[src/steer_pkg.sv]
/*
   Constants and types for the waveform output steering block.
   Assumes an AXI4-Lite master on a 100 MHz clock with synchronous active-low reset.
*/
package steer_pkg;
   localparam logic [11:0] OFFSET_STEER_CONTROL = 12'h000;
   localparam logic [11:0] OFFSET_POLARITY = 12'h004;
   localparam logic [11:0] OFFSET_RISE_DEADBAND = 12'h008;
   localparam logic [11:0] OFFSET_FALL_DEADBAND = 12'h00C;
   localparam logic [11:0] OFFSET_MODE = 12'h010;
   localparam int POLARITY_IN_BIT = 5;
   localparam int DEADBAND_WIDTH = 6;
   localparam int PIN_COUNT = 4;
   localparam int STEER_FIXED_LSB = 4;
   localparam logic [2:0] MODE_RESET = 3'h0;
   localparam logic [3:0] POLARITY_RESET = 4'h0;
   localparam logic [7:0] STEER_RESET = 8'h00;
   localparam logic [5:0] DEADBAND_RESET = 6'h00;
   localparam logic [1:0] RESP_OKAY = 2'h0;
   localparam logic [1:0] RESP_SLVERR = 2'h2;

   typedef enum logic [2:0] {
      MODE_STEER_ASYNC = 3'h0,
      MODE_STEER_SYNC = 3'h1,
      MODE_OTHER = 3'h7
   } mode_type;

   typedef struct packed {
      logic [3:0] fixed_level;
      logic [3:0] enable;
   } steer_type;
endpackage

[src/steer_output_stage.sv]
/*
   Output stage: turns the active steer selection into four pin levels.
   Assumes all inputs are synchronous to aclk.
*/
`timescale 1ns/1ps
module steer_output_stage (
   // Selection and data
   input wire logic data_in,
   input wire steer_pkg::steer_type steer,
   input wire logic [3:0] polarity,
   input wire logic shutdown,
   input wire logic [3:0] shutdown_level,
   // Pins
   output logic [3:0] pin_out
);
   always_comb begin
      for (int i = 0; i < steer_pkg::PIN_COUNT; i++) begin
         if (!steer.enable[i]) begin
            pin_out[i] = steer.fixed_level[i];
         end else if (shutdown) begin
            pin_out[i] = shutdown_level[i];
         end else begin
            pin_out[i] = data_in ^ polarity[i];
         end
      end
   end
endmodule

[src/waveform_output_steering.sv]
/*
   Output steering top: AXI4-Lite registers, steering update timing, pins.
   Assumes data_in and shutdown_event come from pins or another domain.
*/
`timescale 1ns/1ps
module waveform_output_steering (
   // Clock and reset
   input wire logic aclk,
   input wire logic aresetn,
   // AXI4-Lite write
   input wire logic [11:0] s_axi_awaddr,
   input wire logic s_axi_awvalid,
   output logic s_axi_awready,
   input wire logic [31:0] s_axi_wdata,
   input wire logic [3:0] s_axi_wstrb,
   input wire logic s_axi_wvalid,
   output logic s_axi_wready,
   output logic [1:0] s_axi_bresp,
   output logic s_axi_bvalid,
   input wire logic s_axi_bready,
   // AXI4-Lite read
   input wire logic [11:0] s_axi_araddr,
   input wire logic s_axi_arvalid,
   output logic s_axi_arready,
   output logic [31:0] s_axi_rdata,
   output logic [1:0] s_axi_rresp,
   output logic s_axi_rvalid,
   input wire logic s_axi_rready,
   // Waveform side
   input wire logic data_in,
   input wire logic shutdown_event,
   input wire logic [3:0] shutdown_level,
   output logic [3:0] waveform_output_pins,
   output logic [2:0] mode,
   output logic [5:0] rise_deadband_value,
   output logic [5:0] fall_deadband_value
);
   logic [1:0] data_sync;
   logic [1:0] shut_sync;
   logic data_prev;
   logic have_aw, have_w, next_have_aw, next_have_w;
   logic [11:0] aw_addr, next_aw_addr;
   logic [31:0] w_data, next_w_data;
   logic [3:0] w_strb, next_w_strb;
   logic next_bvalid, next_rvalid;
   logic [1:0] next_bresp, next_rresp;
   logic [31:0] next_rdata;
   steer_pkg::steer_type steer_written, next_steer_written;
   steer_pkg::steer_type steer_active, next_steer_active;
   logic pending, next_pending;
   logic [3:0] polarity, next_polarity;
   logic [2:0] next_mode;
   logic [5:0] next_rise, next_fall;
   logic data_rise, do_write;
   logic [3:0] pins_comb;

   function automatic logic addr_known(input logic [11:0] a);
      addr_known = (a == steer_pkg::OFFSET_STEER_CONTROL) || (a == steer_pkg::OFFSET_POLARITY)
         || (a == steer_pkg::OFFSET_RISE_DEADBAND) || (a == steer_pkg::OFFSET_FALL_DEADBAND)
         || (a == steer_pkg::OFFSET_MODE);
   endfunction

   // Input synchronisers; the first stage feeds only the second.
   always_ff @(posedge aclk) begin
      if (!aresetn) begin
         data_sync <= 2'h0;
         shut_sync <= 2'h0;
         data_prev <= 1'b0;
      end else begin
         data_sync <= {data_sync[0], data_in};
         shut_sync <= {shut_sync[0], shutdown_event};
         data_prev <= data_sync[1];
      end
   end
   assign data_rise = data_sync[1] & ~data_prev;

   assign s_axi_awready = !have_aw && !s_axi_bvalid;
   assign s_axi_wready = !have_w && !s_axi_bvalid;
   assign s_axi_arready = !s_axi_rvalid;
   assign do_write = have_aw && have_w && !s_axi_bvalid;

   always_comb begin
      next_have_aw = have_aw;
      next_have_w = have_w;
      next_aw_addr = aw_addr;
      next_w_data = w_data;
      next_w_strb = w_strb;
      next_bvalid = s_axi_bvalid;
      next_bresp = s_axi_bresp;
      next_rvalid = s_axi_rvalid;
      next_rresp = s_axi_rresp;
      next_rdata = s_axi_rdata;
      next_steer_written = steer_written;
      next_steer_active = steer_active;
      next_pending = pending;
      next_polarity = polarity;
      next_mode = mode;
      next_rise = rise_deadband_value;
      next_fall = fall_deadband_value;
      if (s_axi_awvalid && s_axi_awready) begin
         next_have_aw = 1'b1;
         next_aw_addr = s_axi_awaddr;
      end
      if (s_axi_wvalid && s_axi_wready) begin
         next_have_w = 1'b1;
         next_w_data = s_axi_wdata;
         next_w_strb = s_axi_wstrb;
      end
      if (s_axi_bvalid && s_axi_bready) begin
         next_bvalid = 1'b0;
      end
      // Synchronous mode moves the pending selection across on an input rise.
      if (pending && data_rise) begin
         next_steer_active = steer_written;
         next_pending = 1'b0;
      end
      if (do_write) begin
         next_have_aw = 1'b0;
         next_have_w = 1'b0;
         next_bvalid = 1'b1;
         next_bresp = addr_known(aw_addr) ? steer_pkg::RESP_OKAY : steer_pkg::RESP_SLVERR;
         if (w_strb[0]) begin
            if (aw_addr == steer_pkg::OFFSET_STEER_CONTROL) begin
               next_steer_written = w_data[7:0];
               if (mode == steer_pkg::MODE_STEER_SYNC) begin
                  next_pending = 1'b1;
               end else begin
                  next_steer_active = w_data[7:0];
                  next_pending = 1'b0;
               end
            end else if (aw_addr == steer_pkg::OFFSET_POLARITY) begin
               next_polarity = w_data[3:0];
            end else if (aw_addr == steer_pkg::OFFSET_RISE_DEADBAND) begin
               next_rise = w_data[5:0];
            end else if (aw_addr == steer_pkg::OFFSET_FALL_DEADBAND) begin
               next_fall = w_data[5:0];
            end else if (aw_addr == steer_pkg::OFFSET_MODE) begin
               next_mode = w_data[2:0];
               if (w_data[2:0] != steer_pkg::MODE_STEER_SYNC && pending) begin
                  next_steer_active = steer_written;
                  next_pending = 1'b0;
               end
            end
         end
      end
      if (s_axi_rvalid && s_axi_rready) begin
         next_rvalid = 1'b0;
      end
      if (s_axi_arvalid && s_axi_arready) begin
         next_rvalid = 1'b1;
         next_rresp = steer_pkg::RESP_OKAY;
         next_rdata = 32'h00000000;
         if (s_axi_araddr == steer_pkg::OFFSET_STEER_CONTROL) begin
            next_rdata[7:0] = steer_written;
         end else if (s_axi_araddr == steer_pkg::OFFSET_POLARITY) begin
            next_rdata[3:0] = polarity;
            next_rdata[steer_pkg::POLARITY_IN_BIT] = data_sync[1];
         end else if (s_axi_araddr == steer_pkg::OFFSET_RISE_DEADBAND) begin
            next_rdata[5:0] = rise_deadband_value;
         end else if (s_axi_araddr == steer_pkg::OFFSET_FALL_DEADBAND) begin
            next_rdata[5:0] = fall_deadband_value;
         end else if (s_axi_araddr == steer_pkg::OFFSET_MODE) begin
            next_rdata[2:0] = mode;
            next_rdata[3] = pending;
         end else begin
            next_rresp = steer_pkg::RESP_SLVERR;
         end
      end
   end

   always_ff @(posedge aclk) begin
      if (!aresetn) begin
         have_aw <= 1'b0;
         have_w <= 1'b0;
         aw_addr <= 12'h000;
         w_data <= 32'h00000000;
         w_strb <= 4'h0;
         s_axi_bvalid <= 1'b0;
         s_axi_bresp <= steer_pkg::RESP_OKAY;
         s_axi_rvalid <= 1'b0;
         s_axi_rresp <= steer_pkg::RESP_OKAY;
         s_axi_rdata <= 32'h00000000;
         steer_written <= steer_pkg::STEER_RESET;
         steer_active <= steer_pkg::STEER_RESET;
         pending <= 1'b0;
         polarity <= steer_pkg::POLARITY_RESET;
         mode <= steer_pkg::MODE_RESET;
         rise_deadband_value <= steer_pkg::DEADBAND_RESET;
         fall_deadband_value <= steer_pkg::DEADBAND_RESET;
      end else begin
         have_aw <= next_have_aw;
         have_w <= next_have_w;
         aw_addr <= next_aw_addr;
         w_data <= next_w_data;
         w_strb <= next_w_strb;
         s_axi_bvalid <= next_bvalid;
         s_axi_bresp <= next_bresp;
         s_axi_rvalid <= next_rvalid;
         s_axi_rresp <= next_rresp;
         s_axi_rdata <= next_rdata;
         steer_written <= next_steer_written;
         steer_active <= next_steer_active;
         pending <= next_pending;
         polarity <= next_polarity;
         mode <= next_mode;
         rise_deadband_value <= next_rise;
         fall_deadband_value <= next_fall;
      end
   end

   steer_output_stage stage (
      .data_in(data_sync[1]),
      .steer(steer_active),
      .polarity(polarity),
      .shutdown(shut_sync[1]),
      .shutdown_level(shutdown_level),
      .pin_out(pins_comb)
   );

   // Pins are registered so they come from flip-flops.
   always_ff @(posedge aclk) begin
      if (!aresetn) begin
         waveform_output_pins <= 4'h0;
      end else begin
         waveform_output_pins <= pins_comb;
      end
   end
endmodule

[config.mk]
export PLATFORM = sky130hd
export DESIGN_NAME = waveform_output_steering
export DESIGN_NICKNAME = d
export VERILOG_FILES = /design/src/steer_pkg.sv /design/src/steer_output_stage.sv /design/src/waveform_output_steering.sv
export SDC_FILE = /design/constraint.sdc
export NUM_CORES = 1
export LEC_CHECK = 0
export ABC_CLOCK_PERIOD_IN_PS = 2190
export BUFFER_PORTS_ARGS = -buffer_cell sky130_fd_sc_hd__buf_2
export CAP_MARGIN = 20
export CORE_UTILIZATION = 51
export DETAILED_ROUTE_END_ITERATION = 10
export PLACE_DENSITY = 0.81
export REMOVE_ABC_BUFFERS = 1
export SYNTH_ARGS = -nofsm -noshare
export SYNTH_HDL_FRONTEND = slang
export SYNTH_HIERARCHICAL = 1
export SYNTH_SLANG_ARGS = --single-unit
[constraint.sdc]
create_clock -name aclk -period 2.19 [get_ports aclk]
set_input_delay 0.219 -clock aclk [delete_from_list [all_inputs] [get_ports aclk]]
set_output_delay 0.219 -clock aclk [all_outputs]
set_load 0.1 [all_outputs]
==> results.md, run 1 <==
* Setup CP Type: register to register
* Yosys warnings at 6
* Hold path startpoint: shutdown_event
* Yosys cell types at 50
* GRT overflow at 0
* Core Rows at 31
* DP Worst Slack at 0.1829 ns
* Root Driver: clkbuf_8
* CP max FO at 12
* F_max at 0.4842 GHz
* Clock skew at 0.008645 ns
* Total instance count after detailed placement at 640
* Syn_area_per_cell at 8.353 sq um
* Crit-path slowest cell: and4_1
* Share of post-route cells with drive strength above 1 at 22.98%
* First DRT Iteration DRCs at 298
* CTS buffer count at 9
* Fin area at 4622 sq um
* Pwr dens at 738.8 nW/um^2
* Commonest non-fill, non-tap cells in the layout: dfxtp_1 (80), buf_2 (79), a21oi_1 (48)
* Clock transition at path regs at 0.08 ns
* Minimum clock period at 2.065 ns
* First-pass GRT wire length at 16780 microns
* PostCTS Resize Cnt at 0
* CP max stage delay at 0.58 ns
* DRT antenna net count at 0
* RSZ-0062 raised after global routing: false
* Vias in the first global route at 3429
* Routability Congestion at 0.8867
* Number of top-level pins at 133
* Initial Util at 53.89%
* Static leakage at 1.835 nW
* Crit path launch: aw_addr[1]
* WHS Path Cells at 2
* Final wirelength at 10140 microns
* Area of placed instances at 4400 sq um
* Die width at 90.48 microns
* Post-CTS setup buffer count at 0
* Total GRT Usage at 25.57%
* Vias/cell at 5.742
* N_diodes at 0
* FF+latch area at 1602 sq um
* Critical Path Start Type: register
* Commonest non-fill, non-tap cell in the layout: dfxtp_1
* Number of flops mapped to enable cells by yosys at 0
* Worst hold path class: primary input to register
* Via count at 3767
* Clk Latency, worst-skew pair at 0.36 ns
* Max cap viols at 0
* Headroom to the max-slew limit at 55.44%
* Largest net degree at the start of global routing at 25
* Core area at 7408 sq um
* Pins Over Slew Limit at 0
* Seq/Total Area, Yosys at 40.11%
* Ys async rst share at 0%
* Worst Path Arrival at 2.28 ns
* Critical-path cell list: nor4_2, and4_1, a21oi_1, a2111oi_0
* Mapped Area at 3993 sq um
* Fillers at 660
* Die area at 8187 sq um
* Clk buf depth at 2
* R2r setup slk at 0.12 ns
* DR DRC count at 0
* First-pass iteration count of the detailed router at 5
* FF-to-FF path depth at 4
* Req. time, crit path at 2.41 ns
* Peak VDD IR at 0.5754 mV
* PnR worst setup slack at 0.1246 ns
* Crit path capture type: register
* CTS tree: yes
* Reg2reg end: steer_active[2]
* Total design power at 3.415 mW
* Final hold viol count at 0
* # port buffers at 79
* Worst Hold Path EP: shut_sync[0]
* Multi-input logic area at 2118 sq um
* Synthesized netlist cell count at 478
* Seq cells post-synth at 80
* Area grow syn2layout at 15.76%
* Die H at 90.48 microns
* Worst slew pin tran at 0.6516 ns
* Initial antenna violation count at 0
* Synth Flop Type: dfxtp_1
* Final Non-Filler Cells at 656
* Final worst-path cycle share at 94.31%
* DP Wirelength at 7490 microns
* RR Startpoint: aw_addr[1]
* Sink Count at 80
* CTS H-tree lvls at 3
* Setup violation total in the final timing report at 0
* Avg WL per Cell at 15.45 microns
* Status: finished, final reports clean
* # nets final at 625
* Number of hold buffers added after cts at 0
* Setup TNS at 0 ns
-- worst max path at each step --
stage / endpoint / slack (ns) / cells after the start
2_1_floorplan: aw_addr[0] / -0.93 / 4
5_1_grt: steer_active[2] / 0.002 / 4
4_1_cts: steer_active[2] / 0.15 / 4
6_report: steer_active[2] / 0.12 / 4
3_3_place_gp: s_axi_rdata[4] / 0.22 / 5
3_5_place_dp: steer_active[2] / 0.18 / 4
-- logic make-up after synthesis --
logic type             after synthesis  share of synthesized area [%]
flip-flops                          80                          40.11
multiplexers                        19                          4.826
AO/OA/AOI/OAI                      126                          18.96
AND/OR/NAND/NOR                    180                          25.95
buffers and inverters               68                          9.182
XOR/XNOR                             4                         0.8774
other                                1                        0.09392
-- registers in the layout, summed over array words and instances (netlist names), 2 cells and up --
register	count
aw_addr	12
s_axi_rdata	8
steer_active	8
steer_written	8
w_data	8
fall_deadband_value	6
rise_deadband_value	6
polarity	4
waveform_output_pins	4
mode	3
data_sync	2
shut_sync	2
-- cell type report --
class,instances,area share (%)
inverter,11,0.8933
tap,99,2.680
clock inverter,5,1.733
timing repair buffer,95,11.15
clock buffer,11,3.059
multi-input combinational,355,45.83
sequential,80,34.65
-- synth_stat cells (4+ instances only) --
cell / n / area share (%)
nor2_1: 22 / 2.1
and2_1: 10 / 1.6
nand2_1: 34 / 3.2
nor2b_1: 5 / 0.78
o21ai_0: 35 / 4.4
mux2i_1: 17 / 4.3
nor4_2: 5 / 1.6
o21ai_1: 4 / 0.50
buf_4: 26 / 4.9
nor3_1: 9 / 1.1
dfxtp_1: 80 / 40
nand3_1: 40 / 5.0
inv_1: 11 / 1.0
a31oi_1: 7 / 1.1
buf_2: 5 / 0.63
xnor2_1: 4 / 0.88
a2111oi_0: 5 / 1.1
a21oi_1: 48 / 6.0
a211oi_1: 8 / 1.5
a221o_1: 7 / 1.8
clkbuf_1: 21 / 2.0
nand4_1: 5 / 0.78
or3_1: 5 / 0.78
nand2b_1: 17 / 2.7
buf_1: 4 / 0.38
-- power breakdown --
| group | switching, mW | leakage, nW | internal, mW |
|---|---|---|---|
| sequential | 0.0474 | 0.650 | 1.50 |
| clock | 0.543 | 0.106 | 0.671 |
| combinational | 0.518 | 1.08 | 0.139 |
| total | 1.11 | 1.83 | 2.31 |
-- stage by stage --
step | utilization [%] | hold slack (ns)
2_1_floorplan | - | 0.3407
3_3_place_gp | 59.40 | 0.4260
3_5_place_dp | 59.40 | 0.4253
4_1_cts | 62.39 | 0.05677
5_1_grt | 62.39 | 0.04917
6_report | 62.39 | 0.06676
-- critical path: cells and delay by family (launching register included) --
kind             cells  cell delay [ns]
AND/OR/NAND/NOR      2             1.04
AO/OA/AOI/OAI        2             0.55
flip-flops           1             0.33
-- per-layer routing --
metal  global-route usage [%]  wire, microns  vias up  part of all wire [%]
met5                        0              0        -                     0
met4                    8.737            227        0                   2.2
met3                    5.892            555       22                   5.5
met2                    42.55           4936      162                    49
met1                    32.37           4416     1753                    44
li1                         -              -     1830                     -
Note: power is estimated with default switching activity, not from simulation.
==> run 2, diff against run 1 <==
--- a/config.mk
+++ b/config.mk
@@ -5,12 +5,12 @@
 export SDC_FILE = /design/constraint.sdc
 export NUM_CORES = 1
 export LEC_CHECK = 0
-export ABC_CLOCK_PERIOD_IN_PS = 2190
+export ABC_CLOCK_PERIOD_IN_PS = 2410
 export BUFFER_PORTS_ARGS = -buffer_cell sky130_fd_sc_hd__buf_2
 export CAP_MARGIN = 20
-export CORE_UTILIZATION = 51
+export CORE_UTILIZATION = 55
 export DETAILED_ROUTE_END_ITERATION = 10
-export PLACE_DENSITY = 0.81
+export PLACE_DENSITY = 0.86
 export REMOVE_ABC_BUFFERS = 1
 export SYNTH_ARGS = -nofsm -noshare
 export SYNTH_HDL_FRONTEND = slang
==> constraint.sdc (replaced) <==
create_clock -name aclk -period 2.41 [get_ports aclk]
set_input_delay 0.241 -clock aclk [delete_from_list [all_inputs] [get_ports aclk]]
set_output_delay 0.241 -clock aclk [all_outputs]
set_load 0.1 [all_outputs]
==> run 2 against run 1 <==
  * Routed wire length shrank 3.1%
  * Clock power is 7% lower
  * Largest power group unchanged
  * Design area down 0.89%
  * Non-clock buffer count shrank 6
  * Flip-flop and latch count is the same
  * Largest cell class unchanged
==> results.md, run 2 (same netlist as run 1, synthesis figures left out) <==
* DRT antenna net count at 0 (unchanged)
* Vias/cell at 5.842 (+1.7%)
* GRT overflow at 0 (unchanged)
* Vias in the first global route at 3383 (-1.3%)
* Crit path launch: aw_addr[1]
* Clk buf depth at 2 (unchanged)
* CP max FO at 17 (+5)
* CTS H-tree lvls at 3 (unchanged)
* Req. time, crit path at 2.70 ns (+0.29 ns)
* FF-to-FF path depth at 5 (+1)
* CTS buffer count at 9 (unchanged)
* Static leakage at 1.805 nW (-1.6%)
* Max cap viols at 0 (unchanged)
* Peak VDD IR at 0.3819 mV (-34%)
* Post-CTS setup buffer count at 0 (unchanged)
* Pwr dens at 675.9 nW/um^2 (-8.5%)
* Avg WL per Cell at 15.19 microns (-1.7%)
* Max reg flops at 12 (unchanged)
* Via count at 3780 (+0.35%)
* Die width at 87.20 microns (-3.6%)
* Final wirelength at 9825 microns (-3.1%)
* First-pass GRT wire length at 16130 microns (-3.9%)
* DR DRC count at 0 (unchanged)
* N_diodes at 0 (unchanged)
* WHS Path Cells at 2 (unchanged)
* Reg with most FFs: aw_addr
* Minimum clock period at 2.053 ns (-0.01209 ns)
* Worst Hold Path EP: data_sync[0]
* Sink Count at 80 (unchanged)
* RSZ-0062 raised after global routing: false
* Worst slew pin tran at 0.6844 ns (+0.03282 ns)
* DP Wirelength at 7127 microns (-4.8%)
* Final hold viol count at 0 (unchanged)
* Commonest non-fill, non-tap cell in the layout: dfxtp_1
* Share of post-route cells with drive strength above 1 at 22.32% (-0.66 points)
* First-pass iteration count of the detailed router at 5 (unchanged)
* Root Driver: clkbuf_8
* Worst Path Arrival at 2.35 ns (+0.07 ns)
* Setup CP Type: register to register
* Reg2reg end: steer_active[0]
* First DRT Iteration DRCs at 307 (+3.0%)
* Clk Latency, worst-skew pair at 0.35 ns (about the same)
* PostCTS Resize Cnt at 0 (unchanged)
* Commonest non-fill, non-tap cells in the layout: dfxtp_1 (80), buf_2 (79), a21oi_1 (48)
* Pins Over Slew Limit at 0 (unchanged)
* Worst hold path class: primary input to register
* Fillers at 586 (-11%)
* Number of hold buffers added after cts at 0 (unchanged)
* Routability Congestion at 0.9220 (+4.0%)
* Largest net degree at the start of global routing at 47 (+88%)
* Core area at 6907 sq um (-6.8%)
* Initial Util at 57.81% (+3.9 points)
* Initial antenna violation count at 0 (unchanged)
* Total design power at 3.096 mW (-9.3%)
* Core Rows at 30 (-3.2%)
* Die area at 7604 sq um (-7.1%)
* F_max at 0.4870 GHz (+0.59%)
* CTS tree: yes
* Final worst-path cycle share at 85.20% (-9.1 points)
* Die H at 87.20 microns (-3.6%)
* Number of top-level pins at 133 (unchanged)
* # nets final at 619 (-0.96%)
* # port buffers at 79 (unchanged)
* Clock skew at 0.009748 ns (+0.001102 ns)
* Hold path startpoint: data_in
* Clock transition at path regs at 0.08 ns (about the same)
* Total GRT Usage at 27.19% (+1.6 points)
* Area grow syn2layout at 14.73%
* Critical Path Start Type: register
* Final Non-Filler Cells at 647 (-1.4%)
* Setup violation total in the final timing report at 0 (unchanged)
* R2r setup slk at 0.36 ns (+0.23 ns)
* Status: finished, final reports clean
* Total instance count after detailed placement at 631 (-1.4%)
* Crit path capture type: register
* RR Startpoint: aw_addr[1]
* Headroom to the max-slew limit at 54.28% (-1.2 points)
## run 2: cell type report
class | count | area (sq um) | share of cell area, %
Multi-Input combinational cell | 355 | 2118 | 46.24
Sequential cell | 80 | 1602 | 34.96
Timing Repair Buffer | 89 | 470.5 | 10.27
Clock buffer | 10 | 137.6 | 3.005
Tap cell | 96 | 120.1 | 2.622
Clock inverter | 6 | 91.34 | 1.994
Inverter | 11 | 41.29 | 0.9014
## run 2: worst max path at each step
| stage | endpoint | depth (start not counted) |
|---|---|---|
| floorplan | aw_addr[0] | 4 |
| global placement | s_axi_rdata[2] | 5 |
| global route | steer_active[2] | 4 |
| detailed placement | steer_active[3] | 5 |
| finish | steer_active[0] | 5 |
| CTS | steer_active[0] | 5 |
## run 2: metal layers
metal,wire length [microns],share of wire (%),track usage (%),up-vias
met1,4154,42,34.46,1745
met2,4651,47,44.17,195
li1,-,-,-,1817
met4,284,2.9,11.62,0
met5,0,0,0,-
met3,735,7.5,6.635,23
## run 2: critical path: stages (launching register included)
cell and delay (ns):
dfxtp_1 0.33, nor4_2 0.44, nand4_2 0.47, nor4_2 0.39
buf_4 0.22, a221o_1 0.15
## run 2: stage by stage
| stage | instance area [sq um] | util, % | hold WS [ns] | worst slack (ns) | setup TNS, ns |
|---|---|---|---|---|---|
| global placement | 4352 | 63.01 | 0.4244 | 0.4865 | 0 |
| CTS | 4581 | 66.32 | 0.09104 | 0.3908 | 0 |
| floorplan | 3761 | - | 0.3627 | -0.7076 | -9.084 |
| finish | 4581 | 66.32 | 0.09982 | 0.3567 | 0 |
| global route | 4581 | 66.32 | 0.09225 | 0.1686 | 0 |
| detailed placement | 4352 | 63.01 | 0.4389 | 0.4253 | 0 |
## run 2: where the power goes
| group | switching, mW | internal (mW) |
|---|---|---|
| Sequential | 0.0452 | 1.36 |
| Combinational | 0.462 | 0.114 |
| Clock | 0.501 | 0.615 |
| Total | 1.01 | 2.09 |
==> run 3, diff against run 2 <==
--- a/config.mk
+++ b/config.mk
@@ -8,11 +8,10 @@
 export ABC_CLOCK_PERIOD_IN_PS = 2410
 export BUFFER_PORTS_ARGS = -buffer_cell sky130_fd_sc_hd__buf_2
 export CAP_MARGIN = 20
-export CORE_UTILIZATION = 55
+export CORE_UTILIZATION = 54
 export DETAILED_ROUTE_END_ITERATION = 10
-export PLACE_DENSITY = 0.86
+export PLACE_DENSITY = 0.85
 export REMOVE_ABC_BUFFERS = 1
 export SYNTH_ARGS = -nofsm -noshare
 export SYNTH_HDL_FRONTEND = slang
-export SYNTH_HIERARCHICAL = 1
 export SYNTH_SLANG_ARGS = --single-unit
==> run 3 against run 2 <==
  * Synthesized cell count is 0.63% higher
  * Cell count is 0.31% lower
  * Clock-buffer cell count is 3 higher
  * Critical path depth is 1 lower
  * Critical endpoint is now mode[1]
  * Largest power group unchanged
  * Highest routed layer unchanged
==> results.md, run 3 <==
* Headroom to the max-slew limit at 55.76% (+1.5 points)
* Worst slew pin tran at 0.6575 ns (-0.02691 ns)
* CP max stage delay at 0.50 ns (+0.03 ns)
* Highest Signal Layer: met4
* First-pass GRT wire length at 15680 microns (-2.8%)
* Switching Fraction at 31.02% (-1.5 points)
* Reg with most FFs: aw_addr
* Syn_area_per_cell at 8.087 sq um (-3.2%)
* F_max at 0.5242 GHz (+7.6%)
* Total design power at 3.019 mW (-2.5%)
* Vias in the first global route at 3286 (-2.9%)
* Via count at 3693 (-2.3%)
* Largest net degree at the start of global routing at 34 (-28%)
* CP max FO at 10 (-7)
* Fillers at 630 (+7.5%)
* # port buffers at 79 (unchanged)
* Number of top-level pins at 133 (unchanged)
* Worst Path Arrival at 2.15 ns (-0.20 ns)
* Total instance count after detailed placement at 629 (-0.32%)
* Max reg flops at 12 (unchanged)
* Psw at 0.9364 mW (-7.1%)
* Pins Over Slew Limit at 0 (unchanged)
* Post-CTS setup buffer count at 0 (unchanged)
* Initial antenna violation count at 0 (unchanged)
* Setup CP Type: register to register
* Final Non-Filler Cells at 645 (-0.31%)
* Number of flops mapped to enable cells by yosys at 0 (unchanged)
* Die width at 86.88 microns (-0.37%)
* Reg power frac at 46.2% (+0.8 points)
* Vias/cell at 5.726 (-2.0%)
* N_diodes at 0 (unchanged)
* Ys async rst share at 0% (unchanged)
* Clock Power Share at 35.9% (about the same)
* Most frequent cells after synthesis: dfxtp_1 (80), a21oi_1 (74), nand2_1 (62)
* Critical-path cell list: nor4_1, nand4_1, o21ai_0, a21oi_1
* Synth Flop Type: dfxtp_1
* Final wirelength at 9797 microns (-0.28%)
* Status: finished, final reports clean
* Clk Latency, worst-skew pair at 0.36 ns (about the same)
* DRT antenna net count at 0 (unchanged)
* Yosys cell types at 49 (-2.0%)
* GRT overflow at 0 (unchanged)
* Routability Congestion at 0.9082 (-1.5%)
* Seq cells post-synth at 80 (unchanged)
* Area leader, netlist: dfxtp_1
* Commonest non-fill, non-tap cell in the layout: dfxtp_1
* Seq/Total Area, Yosys at 41.17% (+1.1 points)
* DP Wirelength at 7025 microns (-1.4%)
* Worst hold path class: primary input to register
* Pwr dens at 679.5 nW/um^2 (+0.53%)
* Total GRT Usage at 27.06% (-0.13 points)
* Minimum clock period at 1.908 ns (-0.1455 ns)
* Share of post-route cells with drive strength above 1 at 21.31% (-1.0 points)
* Count leader, synth: dfxtp_1
* Area grow syn2layout at 14.22%
* Initial Util at 56.63% (-1.2 points)
* Die area at 7547 sq um (-0.74%)
* Avg WL per Cell at 15.19 microns (about the same)
* RSZ-0062 raised after global routing: false
* CTS buffer count at 9 (unchanged)
* Core Rows at 30 (unchanged)
* Yosys warnings at 0 (-6)
* First-pass iteration count of the detailed router at 5 (unchanged)
* Sink Count at 80 (unchanged)
* Clock transition at path regs at 0.08 ns (about the same)
* Core area at 6869 sq um (-0.54%)
* DR DRC count at 0 (unchanged)
* Mapped Area at 3890 sq um (-2.6%)
* Final worst-path cycle share at 79.16% (-6.0 points)
* Synthesized netlist cell count at 481 (+0.63%)
* # nets final at 617 (-0.32%)
* Root Driver: clkbuf_8
* CTS H-tree lvls at 3 (unchanged)
* Final hold viol count at 0 (unchanged)
* Number of hold buffers added after cts at 0 (unchanged)
* First DRT Iteration DRCs at 345 (+12%)
* Req. time, crit path at 2.65 ns (-0.05 ns)
* Commonest non-fill, non-tap cells in the layout: dfxtp_1 (80), buf_2 (79), a21oi_1 (74)
* CTS tree: yes
* Die H at 86.88 microns (-0.37%)
* Max cap viols at 0 (unchanged)
* Synth area leaders: dfxtp_1 (41%), a21oi_1 (9.5%), nand2_1 (6.0%)
* Peak VDD IR at 0.4689 mV (+23%)
* Clock skew at 0.009104 ns (-0.0006432 ns)
* PostCTS Resize Cnt at 0 (unchanged)
* Routed wl met2 at 4625 microns (-0.56%)
* Clk buf depth at 2 (unchanged)
* Critical Path Start Type: register
* Crit path capture type: register
* Comb pwr share at 17.9% (-0.7 points)
* Setup violation total in the final timing report at 0 (unchanged)
* Yosys top cell area share at 41.17% (+1.1 points)
* Metal3 WL at 712 microns (-3.1%)
* Static leakage at 1.804 nW (about the same)
* Internal Power at 2.083 mW (-0.25%)
* Final core utilization at 64.68% (-1.6 points)
* M1 WL at 4170 microns (+0.39%)
* Crit-path slowest cell: nand4_1
==> run 3: cell count changes after synthesis, sizes merged, moves of 6 or more <==
cell and change:
a221o -7, nor2 -8, nand2b -12, o21a +6
nand2 +28, a21oi +26, nand4 +7
==> run 3: final cells by class <==
type | instances | area [sq um] | area share, %
Clock buffer | 13 | 148.9 | 3.351
Clock inverter | 3 | 65.06 | 1.464
Inverter | 7 | 26.28 | 0.5914
Multi-Input combinational cell | 358 | 2006 | 45.14
Sequential cell | 80 | 1602 | 36.05
Tap cell | 96 | 120.1 | 2.703
Timing Repair Buffer | 88 | 475.5 | 10.70
==> run 3: per-stage QoR <==
step	worst slack (ns)	setup TNS, ns	hold slack [ns]	cell area, sq um
4_1_cts	0.5648	0	0.05975	4443
3_5_place_dp	0.5334	0	0.4313	4229
3_3_place_gp	0.5865	0	0.4215	4229
5_1_grt	0.4216	0	0.06792	4443
2_1_floorplan	-0.6695	-14.41	0.3400	3633
6_report	0.5022	0	0.06840	4443
==> run 3: final timing paths <==
kind              cells after the start  slack (ns)          from      endpoint
hold / removal                        2        0.07  s_axi_rready  s_axi_rvalid
hold reg to reg                       1        0.45  shut_sync[0]  shut_sync[1]
setup reg to reg                      4        0.50    aw_addr[2]       mode[1]
setup / recovery                      4        0.50    aw_addr[2]       mode[1]
==> run 3: kinds of logic after synthesis <==
group	synth area share, %
AOI/OAI and AO/OA	19.01
xor gates and xnor gates	0.9005
buffers and inverters	9.682
DFF	41.17
muxes	5.404
other	0.09640
and+or+nand+nor	23.74
==> run 3: metal layers <==
layer | global-route usage (%) | vias up
li1 | - | 1780
met1 | 33.49 | 1698
met2 | 44.88 | 186
met3 | 6.919 | 29
met4 | 11.06 | 0
met5 | 0 | -
==> run 3: power groups by stage <==
stage / Clock (mW) / Combinational [mW] / Sequential [mW]
CTS: 1.09 / 0.538 / 1.39
global placement: 0 / 0.527 / 1.42
global route: 1.16 / 0.577 / 1.40
finish: 1.08 / 0.540 / 1.39
detailed placement: 0 / 0.535 / 1.42
floorplan: 0 / 0.372 / 1.45
==> run 3: critical path, delay by kind of cell, from the launching register on <==
family	cells	cell delay [ns]
compound gates	2	0.48
simple gates	2	0.91
flops	1	0.41
